--- src/sleep_gating_pkg.sv ---
// Package with register map, field layout, modes, states and timing counts
package sleep_gating_pkg;

  // Register indices and byte addresses (byte address is four times the index)
  localparam logic [7:0] CTRL_INDEX = 8'h35;
  localparam logic [7:0] GATE_INDEX = 8'h36;
  localparam logic [9:0] CTRL_ADDR = {CTRL_INDEX, 2'b00};
  localparam logic [9:0] GATE_ADDR = {GATE_INDEX, 2'b00};

  // Reset values
  localparam logic [7:0] CTRL_RESET = 8'h00;
  localparam logic [7:0] GATE_RESET = 8'h00;

  // Control register fields
  localparam int MISC_HI_POS = 6;
  localparam int ARM_POS = 5;
  localparam int MODE_HI_POS = 4;
  localparam int MODE_LO_POS = 3;
  localparam int MISC_B1_POS = 1;
  localparam int MISC_B0_POS = 0;

  // Gating register fields
  localparam int GATE_TIMER_ONE_POS = 3;
  localparam int GATE_TIMER_ZERO_POS = 2;
  localparam int GATE_SERIAL_POS = 1;
  localparam int GATE_CONVERTER_POS = 0;
  localparam int GATE_WIDTH = 4;

  // Timing in clock cycles
  localparam logic [3:0] STANDBY_WAKE_CYCLES = 4'h6;
  localparam logic [3:0] WAKE_HALT_CYCLES = 4'h4;
  localparam logic [3:0] OSC_STARTUP_CYCLES = 4'hf;

  // Sleep mode encodings
  typedef enum logic [1:0] {
    MODE_IDLE = 2'b00,
    MODE_NOISE = 2'b01,
    MODE_POWER_DOWN = 2'b10,
    MODE_STANDBY = 2'b11
  } sleep_mode_e;

  // Sequencer states, Gray along active -> asleep -> startup -> halt
  typedef enum logic [1:0] {
    ST_ACTIVE = 2'b00,
    ST_ASLEEP = 2'b01,
    ST_STARTUP = 2'b11,
    ST_HALT = 2'b10
  } seq_state_e;

endpackage

--- src/sleep_mode_power_gating.sv ---
// Sleep-mode sequencer and per-peripheral clock gating with an APB register slave
//
// Our own choice: the APB register port.
`timescale 1ns/10ps
`default_nettype none

module sleep_mode_power_gating #(
  parameter logic [3:0] STARTUP_CYCLES = sleep_gating_pkg::OSC_STARTUP_CYCLES
) (
  input wire logic clk,
  input wire logic sys_rst,
  // APB slave
  input wire logic psel,
  input wire logic penable,
  input wire logic pwrite,
  input wire logic [9:0] paddr,
  input wire logic [31:0] pwdata,
  output logic [31:0] prdata,
  output logic pready,
  output logic pslverr,
  // CPU side
  input wire logic sleep_exec,
  input wire logic crystal_selected,
  output logic cpu_resume,
  // Wake requests already qualified by the interrupt controller
  input wire logic any_irq,
  input wire logic converter_done_irq,
  input wire logic self_program_store_ready_irq,
  // Wake pins from outside the clock domain
  input wire logic external_line_zero_level,
  input wire logic pin_change,
  // Analog and supervisor status
  input wire logic converter_enabled,
  input wire logic conversion_started,
  input wire logic comparator_enabled,
  input wire logic comparator_uses_reference,
  input wire logic brownout_level_fuse,
  input wire logic watchdog_enabled,
  // Clock enables
  output logic clk_en_cpu,
  output logic clk_en_flash,
  output logic clk_en_io,
  output logic clk_en_converter,
  output logic clk_en_timer_one,
  output logic clk_en_timer_zero,
  output logic clk_en_serial,
  output logic osc_enable,
  // Peripheral register access blocked while gated
  output logic [3:0] periph_access_block,
  // Analog and supervisor controls
  output logic converter_auto_start,
  output logic converter_extended_next,
  output logic comparator_active,
  output logic reference_enable,
  output logic brownout_active,
  output logic watchdog_run,
  output logic digital_input_enable,
  output logic [2:0] misc_ctrl
);

  // Whole module state in one record
  typedef struct packed {
    sleep_gating_pkg::seq_state_e state;
    logic [1:0] mode;
    logic arm;
    logic [2:0] misc;
    logic [3:0] gate;
    logic [3:0] count;
    logic [2:0] sync_line;
    logic [2:0] sync_pin;
    logic line_lvl;
    logic pin_lvl;
    logic conv_prev;
    logic ext_next;
    logic auto_start;
    logic resume;
    logic [7:0] clk_en;
    logic [3:0] block;
    logic comp_on;
    logic ref_on;
    logic bod_on;
    logic wdt_on;
    logic din_en;
    logic [31:0] rdata;
  } regs_s;

  regs_s cur;
  regs_s next_cur;

  logic apb_access;
  logic hit_ctrl;
  logic hit_gate;

  // Slave answers in the first access cycle, so no wait states
  assign apb_access = psel && penable;
  assign hit_ctrl = (paddr == sleep_gating_pkg::CTRL_ADDR);
  assign hit_gate = (paddr == sleep_gating_pkg::GATE_ADDR);
  assign pready = 1'b1;
  assign pslverr = apb_access && !hit_ctrl && !hit_gate;

  // Registered outputs
  assign prdata = cur.rdata;
  assign cpu_resume = cur.resume;
  assign clk_en_cpu = cur.clk_en[0];
  assign clk_en_flash = cur.clk_en[1];
  assign clk_en_io = cur.clk_en[2];
  assign clk_en_converter = cur.clk_en[3];
  assign clk_en_timer_one = cur.clk_en[4];
  assign clk_en_timer_zero = cur.clk_en[5];
  assign clk_en_serial = cur.clk_en[6];
  assign osc_enable = cur.clk_en[7];
  assign periph_access_block = cur.block;
  assign converter_auto_start = cur.auto_start;
  assign converter_extended_next = cur.ext_next;
  assign comparator_active = cur.comp_on;
  assign reference_enable = cur.ref_on;
  assign brownout_active = cur.bod_on;
  assign watchdog_run = cur.wdt_on;
  assign digital_input_enable = cur.din_en;
  assign misc_ctrl = cur.misc;

  // Next-state logic for the whole block
  always_comb begin
    logic [1:0] eff_mode;
    logic asleep;
    logic wake;
    logic deep;
    logic run_cpu;
    logic run_io;
    logic run_conv;
    logic run_osc;
    eff_mode = 2'b00;
    asleep = 1'b0;
    wake = 1'b0;
    deep = 1'b0;
    run_cpu = 1'b0;
    run_io = 1'b0;
    run_conv = 1'b0;
    run_osc = 1'b0;
    next_cur = cur;
    next_cur.auto_start = 1'b0;
    next_cur.resume = 1'b0;

    // Wake pins: three flops, a change counts once the last two agree
    next_cur.sync_line = {cur.sync_line[1:0], external_line_zero_level};
    next_cur.sync_pin = {cur.sync_pin[1:0], pin_change};
    if (cur.sync_line[2] == cur.sync_line[1]) begin
      next_cur.line_lvl = cur.sync_line[2];
    end
    if (cur.sync_pin[2] == cur.sync_pin[1]) begin
      next_cur.pin_lvl = cur.sync_pin[2];
    end

    // Standby needs a crystal, otherwise mode 11 falls back to power-down
    eff_mode = cur.mode;
    if (cur.mode == sleep_gating_pkg::MODE_STANDBY && !crystal_selected) begin
      eff_mode = sleep_gating_pkg::MODE_POWER_DOWN;
    end

    // Wake qualification per mode
    case (eff_mode)
      sleep_gating_pkg::MODE_IDLE: begin
        wake = any_irq;
      end
      sleep_gating_pkg::MODE_NOISE: begin
        wake = converter_done_irq || self_program_store_ready_irq
          || cur.line_lvl || cur.pin_lvl;
      end
      default: begin
        wake = cur.line_lvl || cur.pin_lvl;
      end
    endcase

    // Sleep sequencer
    case (cur.state)
      sleep_gating_pkg::ST_ACTIVE: begin
        if (sleep_exec && cur.arm) begin
          next_cur.state = sleep_gating_pkg::ST_ASLEEP;
          next_cur.auto_start = (eff_mode == sleep_gating_pkg::MODE_NOISE) && converter_enabled;
        end
      end
      sleep_gating_pkg::ST_ASLEEP: begin
        if (wake) begin
          if (eff_mode == sleep_gating_pkg::MODE_STANDBY) begin
            next_cur.state = sleep_gating_pkg::ST_STARTUP;
            next_cur.count = sleep_gating_pkg::STANDBY_WAKE_CYCLES - 4'h1;
          end else if (eff_mode == sleep_gating_pkg::MODE_POWER_DOWN) begin
            next_cur.state = sleep_gating_pkg::ST_STARTUP;
            next_cur.count = STARTUP_CYCLES - 4'h1;
          end else begin
            next_cur.state = sleep_gating_pkg::ST_HALT;
            next_cur.count = sleep_gating_pkg::WAKE_HALT_CYCLES - 4'h1;
          end
        end
      end
      sleep_gating_pkg::ST_STARTUP: begin
        if (cur.count == 4'h0) begin
          next_cur.state = sleep_gating_pkg::ST_HALT;
          next_cur.count = sleep_gating_pkg::WAKE_HALT_CYCLES - 4'h1;
        end else begin
          next_cur.count = cur.count - 4'h1;
        end
      end
      sleep_gating_pkg::ST_HALT: begin
        if (cur.count == 4'h0) begin
          next_cur.state = sleep_gating_pkg::ST_ACTIVE;
          next_cur.resume = 1'b1;
        end else begin
          next_cur.count = cur.count - 4'h1;
        end
      end
      default: begin
        next_cur.state = sleep_gating_pkg::ST_ACTIVE;
      end
    endcase

    // APB writes; the CPU is stopped while asleep so none arrive then
    if (apb_access && pwrite && hit_ctrl) begin
      next_cur.arm = pwdata[sleep_gating_pkg::ARM_POS];
      next_cur.mode = pwdata[sleep_gating_pkg::MODE_HI_POS:sleep_gating_pkg::MODE_LO_POS];
      next_cur.misc = {pwdata[sleep_gating_pkg::MISC_HI_POS], pwdata[sleep_gating_pkg::MISC_B1_POS],
                       pwdata[sleep_gating_pkg::MISC_B0_POS]};
    end
    if (apb_access && pwrite && hit_gate) begin
      next_cur.gate = pwdata[sleep_gating_pkg::GATE_WIDTH-1:0];
    end

    // APB read data, reserved bits zero
    next_cur.rdata = 32'h0000_0000;
    if (psel && !penable && !pwrite && hit_ctrl) begin
      next_cur.rdata[sleep_gating_pkg::MISC_HI_POS] = cur.misc[2];
      next_cur.rdata[sleep_gating_pkg::ARM_POS] = cur.arm;
      next_cur.rdata[sleep_gating_pkg::MODE_HI_POS:sleep_gating_pkg::MODE_LO_POS] = cur.mode;
      next_cur.rdata[sleep_gating_pkg::MISC_B1_POS] = cur.misc[1];
      next_cur.rdata[sleep_gating_pkg::MISC_B0_POS] = cur.misc[0];
    end else if (psel && !penable && !pwrite && hit_gate) begin
      next_cur.rdata[sleep_gating_pkg::GATE_WIDTH-1:0] = cur.gate;
    end

    // Converter on-then-off marks next conversion extended; set beats clear
    next_cur.conv_prev = converter_enabled;
    if (conversion_started) begin
      next_cur.ext_next = 1'b0;
    end
    if (cur.conv_prev && !converter_enabled) begin
      next_cur.ext_next = 1'b1;
    end

    // Domain clock enables from the next state, so outputs stay registered
    asleep = (next_cur.state != sleep_gating_pkg::ST_ACTIVE);
    deep = asleep && (eff_mode[1] == 1'b1);
    run_cpu = (next_cur.state == sleep_gating_pkg::ST_ACTIVE);
    run_io = !asleep || (next_cur.state == sleep_gating_pkg::ST_HALT)
      || (eff_mode == sleep_gating_pkg::MODE_IDLE);
    run_conv = run_io || (eff_mode == sleep_gating_pkg::MODE_NOISE);
    run_osc = !asleep || (next_cur.state == sleep_gating_pkg::ST_STARTUP)
      || (next_cur.state == sleep_gating_pkg::ST_HALT) || !deep
      || (eff_mode == sleep_gating_pkg::MODE_STANDBY);
    if (deep && next_cur.state == sleep_gating_pkg::ST_STARTUP) begin
      run_io = 1'b0;
      run_conv = 1'b0;
    end

    // Peripheral gating layered on the domain enables; gating freezes, not resets
    next_cur.clk_en[0] = run_cpu;
    next_cur.clk_en[1] = run_cpu;
    next_cur.clk_en[2] = run_io;
    next_cur.clk_en[3] = run_conv && !next_cur.gate[sleep_gating_pkg::GATE_CONVERTER_POS];
    next_cur.clk_en[4] = run_io && !next_cur.gate[sleep_gating_pkg::GATE_TIMER_ONE_POS];
    next_cur.clk_en[5] = run_io && !next_cur.gate[sleep_gating_pkg::GATE_TIMER_ZERO_POS];
    next_cur.clk_en[6] = run_io && !next_cur.gate[sleep_gating_pkg::GATE_SERIAL_POS];
    next_cur.clk_en[7] = run_osc;
    next_cur.block = next_cur.gate;

    // Analog and supervisor controls
    next_cur.comp_on = comparator_enabled && !deep;
    next_cur.ref_on = brownout_level_fuse || (comparator_enabled && comparator_uses_reference)
      || converter_enabled;
    next_cur.bod_on = brownout_level_fuse;
    next_cur.wdt_on = watchdog_enabled;
    next_cur.din_en = run_io || run_conv;
  end

  // State register, synchronous reset
  always_ff @(posedge clk) begin
    if (sys_rst) begin
      cur <= '{
        state: sleep_gating_pkg::ST_ACTIVE,
        mode: sleep_gating_pkg::CTRL_RESET[sleep_gating_pkg::MODE_HI_POS:sleep_gating_pkg::MODE_LO_POS],
        arm: sleep_gating_pkg::CTRL_RESET[sleep_gating_pkg::ARM_POS],
        misc: 3'h0,
        gate: sleep_gating_pkg::GATE_RESET[3:0],
        count: 4'h0,
        sync_line: 3'h0,
        sync_pin: 3'h0,
        line_lvl: 1'b0,
        pin_lvl: 1'b0,
        conv_prev: 1'b0,
        ext_next: 1'b0,
        auto_start: 1'b0,
        resume: 1'b0,
        clk_en: 8'hff,
        block: 4'h0,
        comp_on: 1'b0,
        ref_on: 1'b0,
        bod_on: 1'b0,
        wdt_on: 1'b0,
        din_en: 1'b1,
        rdata: 32'h0000_0000
      };
    end else begin
      cur <= next_cur;
    end
  end

endmodule

`default_nettype wire

--- config.mk ---
export PLATFORM = sky130hd
export DESIGN_NAME = sleep_mode_power_gating
export DESIGN_NICKNAME = d
export VERILOG_FILES = /design/src/sleep_gating_pkg.sv /design/src/sleep_mode_power_gating.sv
export SDC_FILE = /design/constraint.sdc
export NUM_CORES = 1
export LEC_CHECK = 0
export BUFFER_PORTS_ARGS = -buffer_cell sky130_fd_sc_hd__buf_2
export CORE_UTILIZATION = 44
export DETAILED_ROUTE_END_ITERATION = 12
export PLACE_DENSITY_LB_ADDON = 0.2
export REMOVE_ABC_BUFFERS = 1
export SYNTH_ARGS = -nofsm -noshare
export SYNTH_HDL_FRONTEND = slang
export SYNTH_SLANG_ARGS = --single-unit
--- constraint.sdc ---
create_clock -name clk -period 2.75 [get_ports clk]
set_input_delay 0.55 -clock clk [delete_from_list [all_inputs] [get_ports clk]]
set_output_delay 0.55 -clock clk [all_outputs]
set_load 0.005 [all_outputs]
Word-level counts from Yosys, hierarchy flattened
Cells that the tools add are included.
{"block": "word_totals", "reg_bits": 73, "input_bits": 60, "output_inout_bits": 57, "word_cells": 129}
{"block": "op_classes", "n_addsub": 1, "n_eq_ne": 15, "muxes": 24, "bitwise_logic": 5, "n_reduce_logical": 60}
{"op": "$mux 4", "count": 7}
{"op": "$logic_and 1x1->1", "count": 22}
{"op": "$eq 10x8->1 const B", "count": 2}
{"op": "$eq 2x2->1 const B", "count": 7}
{"op": "$logic_or 1x1->1", "count": 14}
{"op": "$logic_not 1->1", "count": 12}
{"op": "$mux 2", "count": 6}
{"op": "$pmux 4 s3", "count": 1}
{"op": "$mux 1", "count": 8}
{"op": "$pmux 2 s4", "count": 1}
{"op": "$logic_not 2->1", "count": 3}
{"op": "$reduce_or 3->1", "count": 2}
{"op": "$not 1->1", "count": 5}
{"op": "$eq 2x1->1 const B", "count": 2}
{"op": "$logic_not 4->1", "count": 1}
{"op": "$ne 2x2->1 const B", "count": 2}
{"op": "$reduce_bool 2->1", "count": 2}
{"op": "$reduce_or 2->1", "count": 2}
{"op": "$sub 4x1->4 const B", "count": 1}
{"op": "$reduce_and 3->1", "count": 1}
{"op": "$reduce_bool 3->1", "count": 1}
{"op": "$eq 1x1->1", "count": 2}
{"op": "$pmux 1 s2", "count": 1}

Depth between registers and ports, before layout
{"block": "depth", "depth_word": 15, "mapped_depth": 6, "ltp_nobuf": 6}

Least setup slack after synthesis
OpenSTA, ideal clock, no wires.
{"block": "synth_path", "path_kind": "input to output", "startpoint": "input paddr[9]", "endpoint": "output pslverr", "arrival_ns": 1.576, "required_ns": 2.200, "slack_ns": 0.624, "path_stages": 3, "path_buffers": 1, "cell_sequence": "or4_4 > buf_6 > o311a_2"}
{"block": "synth_via", "elab_chain_cells": 4, "elab_cells_between_ends": 6, "cone_classes": "eq/ne: 2; reduce/logical: 4"}
{"element": "start: declaration", "line": "sleep_mode_power_gating.sv:16", "rtl": "input wire logic [9:0] paddr,"}
{"element": "$eq 10x8->1", "line": "sleep_mode_power_gating.sv:96", "rtl": "assign hit_ctrl = (paddr == sleep_gating_pkg::CTRL_ADDR);"}
{"element": "$logic_not 1->1", "line": "sleep_mode_power_gating.sv:99", "rtl": "assign pslverr = apb_access && !hit_ctrl && !hit_gate;"}
{"element": "$logic_and 1x1->1", "line": "sleep_mode_power_gating.sv:99"}
{"element": "$logic_and 1x1->1 (*)", "line": "sleep_mode_power_gating.sv:99"}
{"element": "end: declaration", "line": "sleep_mode_power_gating.sv:20", "rtl": "output logic pslverr,"}
Mark *: on every way between the ends. The rest lies on a longest branch, timed or not.

Worst setup path after layout
Same ends and word-level chain as after synthesis.

==> flow_metrics.env <==
export IMPL_path_max_fanout=5
export IMPL_finalHoldViolCount=0
export IMPL_synth_edf_count=0
export IMPL_nNetsFinal=332
export IMPL_grt_pass1_wl_mm=6.03
export IMPL_slew_headroom_pct=60.0
export IMPL_pwr_share_comb_pct=5.8
export IMPL_synth_ff_type="dfxtp_1"
export IMPL_crit_end="pslverr"
export IMPL_finalSetupTns_ns=0
export IMPL_cts_resized=0
export IMPL_grtUsageTotal_pct=15.0
export IMPL_grt_ovfl_total=0
export IMPL_routed_wirelength_mm=3.78
export IMPL_start_kind="input pin"
export IMPL_reg2reg_setup_slack_ns=0.89
export IMPL_syn_area_per_cell_um2=9.80
export IMPL_reg2reg_to="cur[64]"
export IMPL_drt_pass1_iter_count=4
export IMPL_p_int_uw=992
export IMPL_grt_setup_unrepaired="false"
export IMPL_syn2layout_area_growth_pct=12.9
export IMPL_fill_cells=441
export IMPL_period_minus_slack_ns=2.29
export IMPL_antenna_found_initial=0
export IMPL_dp_hpwl_mm=2.90
export IMPL_place_ws_ns=0.436
export IMPL_antenna_left=0
export IMPL_drv_cap=0
export IMPL_cts_root_buffer_cell="clkbuf_8"
export IMPL_worstSetupStartpoint="paddr[9]"
export IMPL_synthArstFlopShare_pct=0
export IMPL_path_class="in -> out"
export IMPL_vias=1623
export IMPL_cts_tree="built"
export IMPL_peakVddDrop_mv=0.221
export IMPL_drive_gt1_share_pct=32.8
export IMPL_outcome="completed"
export IMPL_whs_ns=0.444
export IMPL_port_buffers=65
export IMPL_seq_power_share_pct=55.0
export IMPL_syn_area_mm2=0.00215
export IMPL_finalMaxSlewViolations=0
export IMPL_p_switching_uw=265
export IMPL_fin_ws_ns=0.457
export IMPL_timing_rr_start="cur[61]"
export IMPL_detail_route_wl_per_cell_um=11.6
export IMPL_place_congestion=0.795
export IMPL_yosysWarnings=0
export IMPL_leakage_uw=0.00108
export IMPL_reg2regPathDepth=6
export IMPL_clockBufferDepth=2
export IMPL_grt_use_met1_pct=17.3
export IMPL_ioPinCount=117
export IMPL_syn_inst=219
export IMPL_grt_use_met2_pct=26.9
export IMPL_first_global_vias=1396
export IMPL_critPathArrivalTime_ns=1.74
export IMPL_drt_vias_per_instance=4.99
export IMPL_cp_end_kind="output pin"
export IMPL_dieHeight_um=71.8
export IMPL_clkPwrFrac_pct=39.2
export IMPL_n_antenna_cell=0
export IMPL_powerDensity_mw_per_mm2=519
export IMPL_max_slew_worst_pin_slew_ns=0.596
export IMPL_busiest_layer="met2"
export IMPL_cts_setup_buffers=0
export IMPL_numCtsBuffers=5
export IMPL_synth_seq_cells=47
export IMPL_cts_hold_buf=0
export IMPL_hp_class="reg -> reg"
export IMPL_grt_max_degree=36
export IMPL_clk_pin_slew_worst_paths_ns=0.08
export IMPL_drc=0
export IMPL_initial_utilization_pct=45.7
export IMPL_dieArea_mm2=0.00516
export IMPL_setup_viol=0
export IMPL_finalCritPeriodShare_pct=83.4
export IMPL_fp_coreArea_mm2=0.00469
export IMPL_ys_types=45
export IMPL_num_rows=25
export IMPL_yosysSeqAreaShare_pct=43.8
export IMPL_p_sw_share_pct=21.1
export IMPL_cp_required_ns=2.20
export IMPL_clk_insertion_delay_late_ns=0.29
export IMPL_cts_htree_levels=2
export IMPL_finClkSkew_ns=0.00508
export IMPL_placed_area_mm2=0.00231
export IMPL_use_met3_pct=4.50
export IMPL_drt_iter0_drc=35
export IMPL_design_area_mm2=0.00242
export IMPL_fmax_mhz=436
export IMPL_die_w_um=71.8
export IMPL_fin_util_pct=51.6
export IMPL_cts_sinks=47
[metal layers]
metal	up-vias	share of wire (%)
li1	790	-
met1	737	43
met2	89	48
met3	7	7.7
met4	0	0.85
met5	-	0
[cells in the final DEF, fill, tap and decap left out, types with 2 or more instances in the layout]
cell type,n
buf_4,3
nor4_1,2
nor2_1,7
a32o_1,2
a22oi_1,2
a22o_1,4
a21oi_1,7
nor3b_1,2
nand2_1,10
a211oi_1,3
nor2_2,6
a21o_1,2
a31oi_1,2
and2_1,5
nor3_1,3
conb_1,26
nand2b_1,5
dfxtp_1,47
mux2i_1,11
nand4bb_1,2
nor2b_1,10
clkbuf_8,5
buf_2,65
a2bb2oi_1,3
ha_1,2
inv_1,7
nand3_1,3
o21ai_0,4
nor4_4,2
[cells by family (layout without fill, tap and decap cells)]
family,count (synthesis),count (layout),synth area share (%)
AO/OA/AOI/OAI,36,36,12.4
other,2,26,0.350
AND/OR/NAND/NOR,66,66,19.9
multiplexers,11,11,5.13
flip-flops,47,47,43.8
buffers and inverters,55,83,17.1
adder cells (fa/ha/maj),2,2,1.17
[worst min path at each step]
stage | start | depth (start not counted) | slack [ns] | to
global placement | cur[55] | 1 | 0.42 | cur[56]
CTS | external_line_zero_level | 2 | 0.45 | cur[58]
global route | pin_change | 2 | 0.47 | cur[55]
finish | cur[58] | 1 | 0.44 | cur[59]
floorplan | cur[55] | 1 | 0.41 | cur[56]
detailed placement | cur[58] | 1 | 0.43 | cur[59]
[synthesized netlist by cell type (all sizes together), types with 2 or more instances]
| cell | instances | area [um2] |
|---|---|---|
| dfxtp | 47 | 941 |
| buf | 42 | 319 |
| nor2 | 13 | 63.8 |
| mux2i | 11 | 110 |
| nand2 | 10 | 37.5 |
| nor2b | 10 | 62.6 |
| a21oi | 7 | 35.0 |
| inv | 7 | 26.3 |
| clkbuf | 6 | 22.5 |
| and2 | 5 | 31.3 |
| nand2b | 5 | 31.3 |
| a22o | 4 | 35.0 |
| nor4 | 4 | 55.1 |
| o21ai | 4 | 20.0 |
| a211oi | 3 | 22.5 |
| a2bb2oi | 3 | 26.3 |
| nand3 | 3 | 15.0 |
| nor3 | 3 | 15.0 |
| a21o | 2 | 15.0 |
| a22oi | 2 | 15.0 |
| a31oi | 2 | 12.5 |
| a32o | 2 | 20.0 |
| conb | 2 | 7.51 |
| ha | 2 | 25.0 |
| nand4bb | 2 | 22.5 |
| nor3b | 2 | 15.0 |
| or4 | 2 | 18.8 |
[per-stage QoR]
stage	instances	power, uW
6_report	325	1260
2_1_floorplan	195	736
4_1_cts	325	1280
3_3_place_gp	317	779
5_1_grt	325	1310
3_5_place_dp	317	779
[power by group through the flow]
stage	Combinational, uW	Sequential [uW]	Clock, uW
2_1_floorplan	29.2	707	0
3_3_place_gp	72.6	706	0
3_5_place_dp	72.6	707	0
4_1_cts	72.8	691	513
5_1_grt	82.3	692	537
6_report	72.8	691	493
[worst max-delay path, stage by stage]
cell     delay [ns]
buf_2          0.10
or4_4          0.58
o311a_2        0.39
buf_2          0.13
[state kept, by name, summed over array words and instances, names as in the netlist, 3 cells and up]
name,count
misc_ctrl,3
cur,18
periph_access_block,4
prdata,7
[layout make-up]
type / instances / area [um2] / share of cell area, %
Sequential cell: 47 / 941 / 38.8
Tap cell: 54 / 67.6 / 2.79
Clock buffer: 5 / 68.8 / 2.84
Multi-Input combinational cell: 141 / 927 / 38.3
Clock inverter: 3 / 43.8 / 1.81
Inverter: 7 / 26.3 / 1.08
Timing Repair Buffer: 68 / 348 / 14.4
Power figures use the tool's default switching activity.
